==> src/shared/flt_pkg.sv <==
// constants for the fault-log trigger and record block
package flt_pkg;
	// ----------------------------------------------------------------
	// register indices (byte address is four times the index)
	// ----------------------------------------------------------------
	localparam logic [6:0] IDX_LOG_SLOT_TRK = 7'h00;
	localparam logic [6:0] IDX_LOG_CH_LOW = 7'h01;
	localparam logic [6:0] IDX_LOG_CH_HIGH = 7'h02;
	localparam logic [6:0] IDX_LOG_CTRL = 7'h47;
	localparam logic [6:0] IDX_OV_LOG_EN_HIGH = 7'h4A;
	localparam logic [6:0] IDX_EW_LOG_EN_LOW = 7'h4B;
	localparam logic [6:0] IDX_EW_LOG_EN_HIGH = 7'h4C;
	localparam logic [6:0] IDX_IRQ_STATUS = 7'h50;
	localparam logic [6:0] IDX_IRQ_MASK = 7'h51;
	localparam logic [6:0] IDX_TRK_CLOSED_LOOP = 7'h52;

	// ----------------------------------------------------------------
	// field layout
	// ----------------------------------------------------------------
	localparam int SLOT_LSB = 0;
	localparam int SLOT_W = 4;
	localparam int TRK_LSB = 4;
	localparam int TRK_W = 4;
	localparam int OV_EN_LSB = 5;
	localparam int OV_EN_FIRST_CH = 9;
	localparam int OV_EN_W = 3;
	localparam int EW_HIGH_W = 4;
	localparam int LOGCTL_W = 2;
	localparam logic [1:0] LOGCTL_DISABLED = 2'h3;
	localparam int IRQ_W = 3;
	localparam int IRQ_LOG = 0;
	localparam int IRQ_SEQ = 1;
	localparam int IRQ_TRK = 2;

	// ----------------------------------------------------------------
	// reset values
	// ----------------------------------------------------------------
	localparam logic [7:0] RST_LOG_SLOT_TRK = 8'hF0;
	localparam logic [7:0] RST_BYTE = 8'h00;
	localparam logic [31:0] RD_UNMAPPED = 32'h0000_0000;
endpackage

==> src/shared/flt_chan_if.sv <==
// per-channel carrier between the top and the trigger cell
`timescale 1ns/1ps
interface flt_chan_if;
	logic ov;
	logic ew;
	logic ov_en;
	logic ew_en;
	logic fire;
	modport trig (input ov, input ew, input ov_en, input ew_en, output fire);
	modport top (output ov, output ew, output ov_en, output ew_en, input fire);
endinterface

==> src/verilog/flt_chan_trig.sv <==
// per-channel trigger cell: overvoltage rise and early-warning crossing
`timescale 1ns/1ps
module flt_chan_trig (
	input wire logic core_clk,
	input wire logic nrst,
	flt_chan_if.trig ch
);
	logic ov_q_r;
	logic ew_q_r;
	logic ov_rise;
	logic ew_cross;

	// ----------------------------------------------------------------
	// previous comparator levels
	// ----------------------------------------------------------------
	// comparators share core_clk, so no synchroniser is needed here
	always_ff @(posedge core_clk) begin
		if (!nrst) begin
			ov_q_r <= 1'b0;
			ew_q_r <= 1'b0;
		end else begin
			ov_q_r <= ch.ov;
			ew_q_r <= ch.ew;
		end
	end

	// only a fresh rise counts, a held level fires once
	assign ov_rise = ch.ov & ~ov_q_r;
	// either direction counts as a crossing
	assign ew_cross = ch.ew ^ ew_q_r;
	assign ch.fire = (ov_rise & ch.ov_en) | (ew_cross & ch.ew_en);
endmodule // flt_chan_trig

==> src/verilog/flt_log_top.sv <==
// fault-log trigger selection and record capture with register slave
//
// Summary of operation
// - ov enable bits 5..7 start a log when channels 10..12 rise above their overvoltage threshold.
// - early-warning enable bit n of the low byte starts a log when channel n+1 crosses its threshold either way.
// - bits 0..3 of the high early-warning byte do the same for channels 9..12, bits 7..4 are unused.
// - a log writes the failing sequencing slot into bits 3..0 of log byte 0.
// - bits 4..7 of log byte 0 are active-low tracking-fault flags for channels 1..4.
// - log byte 1 bit n is set when channel n+1 had a fault.
// - a sequencing-time threshold fault drops all enable outputs even with logging off, and stores the slot unless logging is off.
// - a tracking fault on a closed-loop channel logs and clears its flag unless logging is off.
`timescale 1ns/1ps
module flt_log_top #(
	parameter int NUM_CH = 12,
	parameter int NUM_TRK = 4
) (
	input wire logic core_clk,
	input wire logic nrst,
	input wire logic [8:0] avs_address,
	input wire logic avs_read,
	input wire logic avs_write,
	input wire logic [31:0] avs_writedata,
	input wire logic [3:0] avs_byteenable,
	output logic [31:0] avs_readdata,
	output logic avs_waitrequest,
	input wire logic [NUM_CH-1:0] monitored_input_ov,
	input wire logic [NUM_CH-1:0] monitored_input_ew,
	input wire logic seq_fault,
	input wire logic [3:0] seq_slot,
	input wire logic seq_start,
	input wire logic [NUM_TRK-1:0] tracking_sense_fault,
	output logic en_out_off,
	output logic log_event,
	output logic irq
);
	// ----------------------------------------------------------------
	// declarations
	// ----------------------------------------------------------------
	logic wait_r;
	logic [31:0] rdata_r;
	logic [31:0] rdata_nxt;
	logic [7:0] log_slot_trk_r;
	logic [7:0] log_ch_low_r;
	logic [7:0] log_ch_high_r;
	logic [1:0] log_ctrl_r;
	logic [7:0] ov_en_r;
	logic [7:0] ew_en_low_r;
	logic [3:0] ew_en_high_r;
	logic [2:0] irq_status_r;
	logic [2:0] irq_status_nxt;
	logic [2:0] irq_mask_r;
	logic [3:0] trk_closed_r;
	logic en_off_r;
	logic log_event_r;
	logic irq_r;

	logic req;
	logic acc_done;
	logic wr_lane0;
	logic [6:0] reg_idx;
	logic word_ok;
	logic wr_log_ctrl;
	logic wr_ov_en;
	logic wr_ew_low;
	logic wr_ew_high;
	logic wr_irq_status;
	logic wr_irq_mask;
	logic wr_trk_closed;
	logic [7:0] wbyte;

	logic [15:0] ov_en_ch;
	logic [15:0] ew_en_ch;
	logic [15:0] ch_fire;
	logic [15:0] ch_fire_pad;
	logic logging_on;
	logic any_ch_fire;
	logic trk_hit_any;
	logic [3:0] trk_hit;
	logic trigger;
	logic [3:0] slot_nxt;
	logic [3:0] trk_flags_nxt;
	logic [2:0] irq_set;
	logic [2:0] irq_clr;

	// ----------------------------------------------------------------
	// bus decode
	// ----------------------------------------------------------------
	// byte address is four times the register index, low bits must be zero
	assign req = avs_read | avs_write;
	assign acc_done = req & ~wait_r;
	assign reg_idx = avs_address[8:2];
	assign word_ok = (avs_address[1:0] == 2'h0);
	assign wr_lane0 = avs_write & acc_done & word_ok & avs_byteenable[0];
	assign wbyte = avs_writedata[7:0];
	assign wr_log_ctrl = wr_lane0 & (reg_idx == flt_pkg::IDX_LOG_CTRL);
	assign wr_ov_en = wr_lane0 & (reg_idx == flt_pkg::IDX_OV_LOG_EN_HIGH);
	assign wr_ew_low = wr_lane0 & (reg_idx == flt_pkg::IDX_EW_LOG_EN_LOW);
	assign wr_ew_high = wr_lane0 & (reg_idx == flt_pkg::IDX_EW_LOG_EN_HIGH);
	assign wr_irq_status = wr_lane0 & (reg_idx == flt_pkg::IDX_IRQ_STATUS);
	assign wr_irq_mask = wr_lane0 & (reg_idx == flt_pkg::IDX_IRQ_MASK);
	assign wr_trk_closed = wr_lane0 & (reg_idx == flt_pkg::IDX_TRK_CLOSED_LOOP);

	// ----------------------------------------------------------------
	// read mux
	// ----------------------------------------------------------------
	// unmapped or misaligned addresses read as zero
	always_comb begin
		rdata_nxt = flt_pkg::RD_UNMAPPED;
		if (word_ok) begin
			case (reg_idx)
				flt_pkg::IDX_LOG_SLOT_TRK: rdata_nxt[7:0] = log_slot_trk_r;
				flt_pkg::IDX_LOG_CH_LOW: rdata_nxt[7:0] = log_ch_low_r;
				flt_pkg::IDX_LOG_CH_HIGH: rdata_nxt[7:0] = log_ch_high_r;
				flt_pkg::IDX_LOG_CTRL: rdata_nxt[1:0] = log_ctrl_r;
				flt_pkg::IDX_OV_LOG_EN_HIGH: rdata_nxt[7:0] = ov_en_r;
				flt_pkg::IDX_EW_LOG_EN_LOW: rdata_nxt[7:0] = ew_en_low_r;
				flt_pkg::IDX_EW_LOG_EN_HIGH: rdata_nxt[3:0] = ew_en_high_r;
				flt_pkg::IDX_IRQ_STATUS: rdata_nxt[2:0] = irq_status_r;
				flt_pkg::IDX_IRQ_MASK: rdata_nxt[2:0] = irq_mask_r;
				flt_pkg::IDX_TRK_CLOSED_LOOP: rdata_nxt[3:0] = trk_closed_r;
				default: rdata_nxt = flt_pkg::RD_UNMAPPED;
			endcase
		end
	end

	// ----------------------------------------------------------------
	// waitrequest and read data
	// ----------------------------------------------------------------
	// one wait cycle per access; data is loaded as waitrequest drops
	always_ff @(posedge core_clk) begin
		if (!nrst) begin
			wait_r <= 1'b1;
			rdata_r <= flt_pkg::RD_UNMAPPED;
		end else begin
			wait_r <= ~(req & wait_r);
			if (req & wait_r) begin
				rdata_r <= rdata_nxt;
			end
		end
	end

	// ----------------------------------------------------------------
	// configuration registers
	// ----------------------------------------------------------------
	always_ff @(posedge core_clk) begin
		if (!nrst) begin
			log_ctrl_r <= 2'h0;
			ov_en_r <= flt_pkg::RST_BYTE;
			ew_en_low_r <= flt_pkg::RST_BYTE;
			ew_en_high_r <= 4'h0;
			irq_mask_r <= 3'h0;
			trk_closed_r <= 4'h0;
		end else begin
			if (wr_log_ctrl) begin
				log_ctrl_r <= wbyte[1:0];
			end
			if (wr_ov_en) begin
				ov_en_r <= wbyte;
			end
			if (wr_ew_low) begin
				ew_en_low_r <= wbyte;
			end
			if (wr_ew_high) begin
				ew_en_high_r <= wbyte[3:0];
			end
			if (wr_irq_mask) begin
				irq_mask_r <= wbyte[2:0];
			end
			if (wr_trk_closed) begin
				trk_closed_r <= wbyte[3:0];
			end
		end
	end

	// ----------------------------------------------------------------
	// per-channel enable mapping
	// ----------------------------------------------------------------
	// only channels 10..12 have an overvoltage enable in this block
	assign ov_en_ch = {4'h0, ov_en_r[7:5], 9'h000};
	// absent channels on a narrow variant are masked by the generate below
	assign ew_en_ch = {4'h0, ew_en_high_r, ew_en_low_r};

	// ----------------------------------------------------------------
	// trigger cells
	// ----------------------------------------------------------------
	flt_chan_if ch_if[NUM_CH] ();

	genvar g;
	generate
		for (g = 0; g < 16; g++) begin : g_ch
			if (g < NUM_CH) begin : g_live
				assign ch_if[g].ov = monitored_input_ov[g];
				assign ch_if[g].ew = monitored_input_ew[g];
				assign ch_if[g].ov_en = ov_en_ch[g];
				assign ch_if[g].ew_en = ew_en_ch[g];
				assign ch_fire[g] = ch_if[g].fire;
				flt_chan_trig u_trig (
					.core_clk(core_clk),
					.nrst(nrst),
					.ch(ch_if[g])
				);
			end else begin : g_absent
				assign ch_fire[g] = 1'b0;
			end
		end
	endgenerate

	assign ch_fire_pad = ch_fire;

	// ----------------------------------------------------------------
	// event combination
	// ----------------------------------------------------------------
	assign logging_on = (log_ctrl_r != flt_pkg::LOGCTL_DISABLED);
	assign trk_hit = tracking_sense_fault[3:0] & trk_closed_r;
	assign trk_hit_any = |trk_hit;
	assign any_ch_fire = |ch_fire_pad;
	assign trigger = logging_on & (any_ch_fire | seq_fault | trk_hit_any);
	// slot only meaningful for a sequencing fault
	assign slot_nxt = seq_fault ? seq_slot : 4'h0;
	// active low: a zero marks the failed tracking channel
	assign trk_flags_nxt = ~trk_hit;

	// ----------------------------------------------------------------
	// log record capture
	// ----------------------------------------------------------------
	// every byte loads on the same edge, so a readout is coherent
	always_ff @(posedge core_clk) begin
		if (!nrst) begin
			log_slot_trk_r <= flt_pkg::RST_LOG_SLOT_TRK;
			log_ch_low_r <= flt_pkg::RST_BYTE;
			log_ch_high_r <= flt_pkg::RST_BYTE;
		end else if (trigger) begin
			log_slot_trk_r <= {trk_flags_nxt, slot_nxt};
			log_ch_low_r <= ch_fire_pad[7:0];
			log_ch_high_r <= {4'h0, ch_fire_pad[11:8]};
		end
	end

	// ----------------------------------------------------------------
	// enable-output shutdown and event strobe
	// ----------------------------------------------------------------
	// shutdown does not depend on logging being on; a new power-up clears it
	always_ff @(posedge core_clk) begin
		if (!nrst) begin
			en_off_r <= 1'b0;
			log_event_r <= 1'b0;
		end else begin
			if (seq_fault) begin
				en_off_r <= 1'b1;
			end else if (seq_start) begin
				en_off_r <= 1'b0;
			end
			log_event_r <= trigger;
		end
	end

	// ----------------------------------------------------------------
	// interrupt status and output
	// ----------------------------------------------------------------
	assign irq_set = {trk_hit_any, seq_fault, trigger};
	assign irq_clr = wr_irq_status ? wbyte[2:0] : 3'h0;
	// set beats clear so an event in the clearing cycle survives
	assign irq_status_nxt = (irq_status_r & ~irq_clr) | irq_set;

	always_ff @(posedge core_clk) begin
		if (!nrst) begin
			irq_status_r <= 3'h0;
			irq_r <= 1'b0;
		end else begin
			irq_status_r <= irq_status_nxt;
			irq_r <= |(irq_status_nxt & irq_mask_r);
		end
	end

	// ----------------------------------------------------------------
	// outputs
	// ----------------------------------------------------------------
	assign avs_readdata = rdata_r;
	assign avs_waitrequest = wait_r;
	assign en_out_off = en_off_r;
	assign log_event = log_event_r;
	assign irq = irq_r;
endmodule // flt_log_top

==> config.mk <==
export PLATFORM = sky130hd
export DESIGN_NAME = flt_log_top
export DESIGN_NICKNAME = d
export VERILOG_FILES = /design/src/shared/flt_pkg.sv /design/src/shared/flt_chan_if.sv /design/src/verilog/flt_chan_trig.sv /design/src/verilog/flt_log_top.sv
export SDC_FILE = /design/constraint.sdc
export NUM_CORES = 1
export LEC_CHECK = 0
export BUFFER_PORTS_ARGS = -buffer_cell sky130_fd_sc_hd__clkbuf_2
export CORE_UTILIZATION = 52
export CTS_CLUSTER_DIAMETER = 80
export CTS_CLUSTER_SIZE = 16
export DETAILED_ROUTE_END_ITERATION = 8
export MAX_ROUTING_LAYER = met4
export PLACE_DENSITY = 0.78
export SLEW_MARGIN = 25
export SYNTH_ARGS = -nofsm -noshare
export SYNTH_HDL_FRONTEND = slang
export SYNTH_SLANG_ARGS = --single-unit
==> constraint.sdc <==
create_clock -name core_clk -period 2.3 [get_ports core_clk]
set_input_delay 0.115 -clock core_clk [delete_from_list [all_inputs] [get_ports core_clk]]
set_output_delay 0.115 -clock core_clk [all_outputs]
set_load 0.02 [all_outputs]
==> results of run 1 <==
-- cells by family after synthesis --
family | synth area share
DFF | 0.392
muxes | 0.0878
xor gates and xnor gates | 0.0261
buffers and inverters | 0.0891
AOI/OAI and AO/OA | 0.146
other | 0.000930
and+or+nand+nor | 0.258
-- power by group --
group / leakage, nW / switching [W] / internal (W)
logic: 1.24 / 0.000188 / 0.0000967
clock network: 0.0964 / 0.000491 / 0.000527
registers: 0.643 / 0.0000125 / 0.00139
-- final cells by class --
type | count | area, µm² | area share
clock buffers | 12 | 145 | 0.0315
flip-flops and latches | 79 | 1580 | 0.343
well taps | 99 | 124 | 0.0269
repair buffers | 82 | 498 | 0.108
inverters | 11 | 41.3 | 0.00896
clock inverters | 3 | 43.8 | 0.00950
multi-input cells | 341 | 2180 | 0.472
-- state kept, by name (all words and copies together) (netlist names) --
| register | count |
|---|---|
| avs_readdata | 8 |
| avs_waitrequest | 1 |
| en_out_off | 1 |
| ew_en_high_r | 4 |
| ew_en_low_r | 8 |
| g_ch.g_live.u_trig.ew_q_r | 12 |
| g_ch.g_live.u_trig.ov_q_r | 3 |
| irq | 1 |
| irq_mask_r | 3 |
| irq_status_r | 3 |
| log_ch_high_r | 4 |
| log_ch_low_r | 8 |
| log_ctrl_r | 2 |
| log_event | 1 |
| log_slot_trk_r | 8 |
| ov_en_r | 8 |
| trk_closed_r | 4 |
-- critical path, delay by kind of cell --
family          cells  cell delay [ns]
simple gates        2             0.63
compound gates      2             0.57
xor+xnor            1             0.14
buf+inv             3             0.85
-- layout by cell type (no fill, tap or decap), types with 2 or more instances in the layout --
cell           Yosys  routed
nand3_1           35      35
dfxtp_1           79      79
o31ai_1            5       5
clkbuf_1          20       2
or3_1              3       3
mux2i_1           32      32
nor2_1            40      40
dlygate4sd3_1      0      11
and4bb_2           2       2
mux2_2             3       3
nor3b_1            2       2
a22oi_1           14      14
buf_4             25      13
a32oi_1            4       4
a31oi_1           10      10
inv_1             11      11
conb_1             1      24
and3b_1            2       2
a211oi_1           3       3
a32o_1             4       4
o21ai_0            6       6
o22ai_1            5       5
and2_1            20      20
nor3_1            22      22
o211ai_1           2       2
nand2_1           22      22
and4_1             3       3
clkbuf_8           0      10
xor2_1            12      12
clkbuf_2           0      58
nand4_1            9       9
nand3b_1           7       7
and3_1            10      10
a21oi_1           14      14
-- metrics by stage --
stage          area (µm²)  total power (W)  utilization  std cells
4_1_cts              4600          0.00270        0.624        626
6_report             4610          0.00271        0.626        627
2_1_floorplan        4120          0.00163            -        486
3_5_place_dp         4310          0.00170        0.585        601
5_1_grt              4610          0.00278        0.626        627
3_3_place_gp         4310          0.00169        0.585        601
-- path summary, 6_finish.rpt --
| path | startpoint | to | slack [ns] | cells past startpoint |
|---|---|---|---|---|
| setup / recovery | monitored_input_ew[10] | irq_status_r[0] | 0.25 | 8 |
| hold / removal | monitored_input_ew[9] | g_ch[9].g_live.u_trig.ew_q_r | 0.006 | 2 |
| setup reg to reg | avs_waitrequest | ew_en_low_r[6] | 0.33 | 6 |
| hold reg to reg | avs_readdata[2] | avs_readdata[2] | 0.46 | 2 |
-- metal layers --
layer,GRT usage,vias to the layer above
met5,-,-
met4,0.118,0
met3,0.0305,25
met2,0.457,176
met1,0.362,1777
li1,-,1754
==> flow_summary.ini, run 1 <==
[status]
outcome = complete, no violations

[die]
die_y_um = 90.1
ios = 119
die_w_um = 90.1
design.die.area_mm2 = 0.00811
rows = 31
initial_core_util = 0.547
fp.coreArea_mm2 = 0.00737

[cts]
ctsHoldBuffers = 10
clock_latency_ns = 0.35
cts.htree.levels = 3
clk_pin_slew_ns = 0.09
clkSinkCount = 79
clockRootBuffer = clkbuf_8
cts_setup_buffers = 0
clockBufferDepth = 2
tritoncts = done
cts_resized = 0
numCtsBuffers = 9

[routing]
drc = 0
viasPerCell = 5.95
drt-initial-drc-count = 326
wl_per_cell_um = 17.7
wl_met3_um = 673
wl_um = 11100
highest_layer = met4
num_vias = 3732
wirelength_met1_um = 4860
ant_nets = 0
dr.pass1.iters = 5
wl_met2_um = 5250

[synth]
seq_area_frac_synth = 0.392
yosys_register_bits = 79
synth_common_cells = dfxtp_1, nor2_1, nand3_1
synth_most_common_cell = dfxtp_1
synth_edf_count = 0
syn-cell-area_mm2 = 0.00403
synthFlopType = dfxtp_1
synth.avg_cell_area_um2 = 8.71
synth_area_leaders = dfxtp_1, mux2i_1, buf_4
synth_top_cell_area_share = 0.392
synth_cell_types = 60
async_flop_share = 0
synth_top_area_cell = dfxtp_1
syn-instance-count = 463
yosysWarnings = 0

[cells_and_area]
finalNetCount = 607
antennaDiodeCount = 0
area.growth.synth_to_final_pct = 14.4
fillers = 649
post_route_cells_drive_above_1_share = 0.184

[place]
dp_hpwl_um = 8110
dp_slack_ns = 0.358
place_congestion = 0.892
numPortBuffers = 58

[timing]
setup_viol = 0
maxSlewViolCount = 0
timing.final.crit_period_ns = 2.05
fmax_mhz = 487
hold_slack_ns = 0.00604
finalHoldViolations = 0
fin_setup_tns_ns = 0
grt_setup_unrepaired = no
tightest_slew_ns = 0.687
slew_headroom = 0.539
finalClockSkew_ns = 0.0191
setup_ws_ns = 0.248
finalCritPeriodShare = 0.892

[setup_path]
path_cells = dlygate4sd3_1 -> clkbuf_2 -> xor2_1 -> a32oi_1 -> and4_1 -> nand3_1 -> buf_4 -> a32o_1
cp_max_fo = 9
criticalPathCategory = in2reg
cp.arrival_ns = 2.31
max_stage_delay_ns = 0.54
crit_path_end_kind = flip-flop
cp.required_ns = 2.55
startpoint_type = input port
slowest_stage = dlygate4sd3_1

[power]
leakage_nw = 1.98
vdd_ir_drop_max_mv = 0.441
power_density_mw_per_mm2 = 587

[global_route]
grt_pass1_vias = 3475
antenna_found_initial = 0
grtUsageTotal = 0.284
grt_pass1_wl_um = 17700
grt_remaining_overflow = 0
grt_max_degree = 56

[job]
drv_cap = 0

[hold_path]
hp-class = in2reg
No activity file was read; power rests on OpenSTA's default activity.
==> run 2: changes to the inputs <==
SYNTH_HIERARCHICAL = 1   (was default)
==> flow_summary.ini, run 2 <==
[global_route]
antenna_found_initial = 0
grt_max_degree = 34
grt_remaining_overflow = 0
grt_pass1_wl_um = 17000
grtUsageTotal = 0.271
grt_pass1_vias = 3504

[synth]
synth_most_common_cell = dfxtp_1
synth_compound_area_frac = 0.151
synth_edf_count = 0
yosysWarnings = 6
synth_top_area_cell = dfxtp_1
synth.avg_cell_area_um2 = 9.05
synth_top_family_by_area = simple AND/OR/NAND/NOR gates
synth_area_leaders = dfxtp_1, mux2i_1, nand2_1
synthSimpleGateAreaFrac = 0.241
synth_common_cells = dfxtp_1, nand2_1, nor2_1
synthFlopType = dfxtp_1
synthMuxAreaShare = 0.0775
yosys_register_bits = 88
async_flop_share = 0
syn-cell-area_mm2 = 0.00415
synthXorXnorAreaFrac = 0.0253
synth_top_cell_area_share = 0.425
syn-instance-count = 458
synth_cell_types = 60
synth-adder-area-share = 0
seq_area_frac_synth = 0.425

[setup_path]
cp.arrival_ns = 2.47
crit_path_end_kind = flip-flop
crit_start = g_ch[9].g_live.u_trig/ew_q_r
startpoint_type = flip-flop
cp_max_fo = 7
cp.required_ns = 2.54
r2r_start = g_ch[9].g_live.u_trig/ew_q_r
criticalPathCategory = reg2reg

[cts]
clkSinkCount = 88
numCtsBuffers = 9
clock_latency_ns = 0.36
clockRootBuffer = clkbuf_8
tritoncts = done
clk_pin_slew_ns = 0.09
clockBufferDepth = 2
cts.htree.levels = 3

[die]
fp.coreArea_mm2 = 0.00773
die_y_um = 91.3
rows = 32
die_w_um = 91.3
initial_core_util = 0.537
design.die.area_mm2 = 0.00833
ios = 119

[timing]
maxSlewViolCount = 0
finalClockSkew_ns = 0.00734
setup_viol = 0
tightest_slew_ns = 0.624
fmax_mhz = 448
finalCritPeriodShare = 0.971
timing.final.crit_period_ns = 2.23
finalHoldViolations = 0
slew_headroom = 0.583

[routing]
num_vias = 3731
dr.pass1.iters = 6
ant_nets = 0
drt-initial-drc-count = 263
wl_per_cell_um = 16.3
wl_um = 10900
viasPerCell = 5.59
drc = 0

[power]
vdd_ir_drop_max_mv = 0.457
power_density_mw_per_mm2 = 620
power_w = 0.00317
leakage_nw = 2.11

[cells_and_area]
antennaDiodeCount = 0
fin_cells = 667
design_area_mm2 = 0.00511
layout_common_cells = dfxtp_1, clkbuf_2, nand2_1
top_regs = g_ch.g_live.u_trig/ew_q_r x12, g_ch.g_live.u_trig/ov_q_r x12
fillers = 658
finalNetCount = 643
post_route_cells_drive_above_1_share = 0.235
final_common_cell = dfxtp_1
area.growth.synth_to_final_pct = 23.3
post-route-util = 0.662

[place]
placed_area_mm2 = 0.00452
placed_cells = 620
numPortBuffers = 67
place_congestion = 0.917
dp_hpwl_um = 7790

[job]
drv_cap = 0

[status]
outcome = complete, no violations

[hold_path]
worstHoldStart = monitored_input_ew[0]
hp-class = in2reg
==> run 2: changes by cell type after synthesis, sizes merged, moves of 5 or more <==
cell     before  now
nor3         22    7
a21oi        14   25
o2bb2ai       0   12
clkbuf       20   12
dfxtp        79   88
inv          11    4
a22oi        14    8
a22o          1    6
a31oi        10    0
and2         20   26
nand2        22   63
and3         10    2
nand3        36   25
==> run 2: stage by stage <==
stage | TNS [ns] | hold slack [ns] | worst slack, ns
CTS | 0 | 0.000941 | 0.0326
detailed placement | 0 | 0.335 | 0.0517
finish | 0 | 0.0124 | 0.0667
floorplan | 0 | 0.237 | 0.474
global route | -0.161 | 0.00669 | -0.0222
global placement | 0 | 0.332 | 0.143
==> run 2: cell families (layout without fill, tap and decap cells) <==
kind of cell | count (synthesis) | count (layout)
AND/OR/NAND/NOR | 190 | 190
AO/OA/AOI/OAI | 83 | 83
buffers and inverters | 52 | 127
other | 1 | 33
multiplexers | 32 | 32
XOR/XNOR | 12 | 12
flip-flops | 88 | 88
==> run 2: path summary, 6_finish.rpt <==
| kind | end | slack [ns] | cells after the start |
|---|---|---|---|
| max | log_ch_low_r[3] | 0.07 | 9 |
| min | g_ch[0].g_live.u_trig/ew_q_r | 0.01 | 2 |
| max reg2reg | log_ch_low_r[3] | 0.07 | 9 |
| min reg2reg | ov_en_r[4] | 0.46 | 2 |
==> run 2: worst max-delay path, cell delays in order (launching register included) <==
cell and delay [ns]:
dfxtp_1 0.32, xor2_1 0.16, o2bb2ai_1 0.15, nor4_2 0.35, nand4_1 0.14, buf_4 0.18, o21ai_4 0.33, clkbuf_16 0.24
mux2i_1 0.18, nor2_1 0.05
==> run 2: layout make-up <==
type | instances | area [µm²] | area share
sequential | 88 | 1760 | 0.345
tap | 102 | 128 | 0.0250
clock inverter | 4 | 76.3 | 0.0149
multi-input combinational | 350 | 2220 | 0.434
clock buffer | 12 | 155 | 0.0303
inverter | 4 | 15.0 | 0.00294
timing repair buffer | 107 | 759 | 0.149
==> run 2: repair_timing <==
action	in CTS	in global routing
endpoints found under the setup margin	0	17
gates resized for setup	0	5
hold buffers	24	0
hold endpoints to repair	25	0
setup buffers	0	4
==> run 2: power breakdown <==
group          leakage [nW]  internal [W]  switching (W)
clock                 0.113      0.000674       0.000549
sequential            0.719       0.00156      0.0000203
combinational          1.28      0.000153       0.000210
total                  2.11       0.00239       0.000779
==> run 2: metal layers <==
metal / up-vias / GRT usage / routed length (µm)
li1: 1773 / - / -
met1: 1769 / 0.335 / 4600
met2: 170 / 0.451 / 5340
met3: 19 / 0.0494 / 718
met4: 0 / 0.0847 / 238
met5: - / - / 0
==> run 3: changes to the inputs <==
CORE_MARGIN = 2   (was default)
RECOVER_POWER = 100   (was default)
SLEW_MARGIN = default   (was 25)
==> flow_summary.ini, run 3 (same netlist as run 2, synthesis figures left out) <==
[setup_path]
r2r_end = log_ch_low_r[6]
cp.arrival_ns = 2.47
startpoint_type = input port
reg2reg_setup_slack_ns = 0.16
criticalPathCategory = in2reg
cp.required_ns = 2.52
cp_max_fo = 18
reg2reg_depth = 9
crit_path_end_kind = flip-flop
r2r_start = g_ch[8].g_live.u_trig/ew_q_r

[die]
design.die.area_mm2 = 0.00870
ios = 119
rows = 32
die_y_um = 93.3
fp.coreArea_mm2 = 0.00773
die_w_um = 93.3
initial_core_util = 0.537

[timing]
fmax_mhz = 444
setup_viol = 0
timing.final.crit_period_ns = 2.25
tightest_slew_ns = 0.882
finalCritPeriodShare = 0.980
finalHoldViolations = 0
finalClockSkew_ns = 0.00822
setup_ws_ns = 0.0462
slew_headroom = 0.412
maxSlewViolCount = 0
hold_slack_ns = 0.00312

[routing]
wl_um = 11000
drt-initial-drc-count = 406
viasPerCell = 5.63
drc = 0
num_vias = 3713
dr.pass1.iters = 5
wl_per_cell_um = 16.6
ant_nets = 0

[cts]
clk_pin_slew_ns = 0.08
cts.htree.levels = 3
clockRootBuffer = clkbuf_8
tritoncts = done
clockBufferDepth = 2
clkSinkCount = 88
numCtsBuffers = 9
clock_latency_ns = 0.36

[power]
leakage_nw = 2.02
power_w = 0.00321
vdd_ir_drop_max_mv = 0.457
power_density_mw_per_mm2 = 646

[cells_and_area]
antennaDiodeCount = 0
final_common_cell = dfxtp_1
post-route-util = 0.643
fillers = 664
post_route_cells_drive_above_1_share = 0.188
area.growth.synth_to_final_pct = 19.8
finalNetCount = 637
layout_common_cells = dfxtp_1, nand2_1, clkbuf_2
top_regs = g_ch.g_live.u_trig/ew_q_r x12, g_ch.g_live.u_trig/ov_q_r x12

[global_route]
antenna_found_initial = 0
grtUsageTotal = 0.263
grt_pass1_wl_um = 17100
grt_max_degree = 32
grt_remaining_overflow = 0
grt_pass1_vias = 3450

[place]
numPortBuffers = 67
place_congestion = 0.926
dp_hpwl_um = 7960
dp_slack_ns = 0.0770

[hold_path]
min_path_cells = 2
min_to = g_ch[3].g_live.u_trig/ew_q_r
worstHoldStart = monitored_input_ew[3]
hp-class = in2reg

[status]
outcome = complete, no violations

[job]
drv_cap = 0
==> run 3: timing repair <==
item / in CTS / in global routing
buffers inserted: 0 / 1
gates resized for setup: 0 / 2
setup endpoints to repair: 0 / 19
hold buffers: 20 / 4
endpoints found under the hold margin: 21 / 4
==> run 3: power by group <==
group / total [W] / switching (W) / leakage [nW] / internal [W]
clock: 0.00129 / 0.000544 / 0.123 / 0.000747
sequential: 0.00158 / 0.0000194 / 0.719 / 0.00156
combinational: 0.000337 / 0.000202 / 1.18 / 0.000136
total: 0.00321 / 0.000765 / 2.02 / 0.00244
==> run 3: through the flow <==
step | std cells | cell area, µm² | setup TNS (ns)
floorplan | 490 | 4270 | 0
global placement | 620 | 4520 | 0
detailed placement | 620 | 4520 | 0
CTS | 655 | 4960 | 0
global route | 660 | 4970 | -0.185
finish | 660 | 4970 | 0
==> run 3: per-layer routing <==
metal	GRT usage	share of wire
met1	0.322	0.42
met2	0.430	0.48
met3	0.0588	0.075
met4	0.0870	0.020
met5	-	0
==> run 3: area by class of cell <==
| cell class | count | area (µm²) | share of cell area |
|---|---|---|---|
| Clock inverter | 5 | 104 | 0.0209 |
| Multi-Input combinational cell | 350 | 2170 | 0.436 |
| Tap cell | 102 | 128 | 0.0257 |
| Inverter | 4 | 15.0 | 0.00302 |
| Sequential cell | 88 | 1760 | 0.355 |
| Clock buffer | 10 | 138 | 0.0277 |
| Timing Repair Buffer | 101 | 656 | 0.132 |
==> run 3: worst max path at each step <==
stage                                              from           endpoint  depth (start not counted)
after floorplan            g_ch[9].g_live.u_trig/ew_q_r   log_ch_high_r[1]                          8
after global placement     g_ch[9].g_live.u_trig/ew_q_r  log_slot_trk_r[4]                          8
after detailed placement  g_ch[10].g_live.u_trig/ew_q_r  log_slot_trk_r[4]                          8
after CTS                         monitored_input_ew[9]  log_slot_trk_r[4]                         10
after global routing              monitored_input_ew[9]  log_slot_trk_r[4]                         11
final                             monitored_input_ew[8]    log_ch_low_r[6]                         11
==> run 3: critical path, stage by stage <==
cell and delay, ns:
dlygate4sd3_1 0.56, clkbuf_2 0.13, xor2_1 0.14, o2bb2ai_1 0.17
nor4_1 0.33, nand4_1 0.14, buf_4 0.18, o21ai_4 0.21
buf_12 0.22, mux2i_1 0.22, nor2_1 0.06
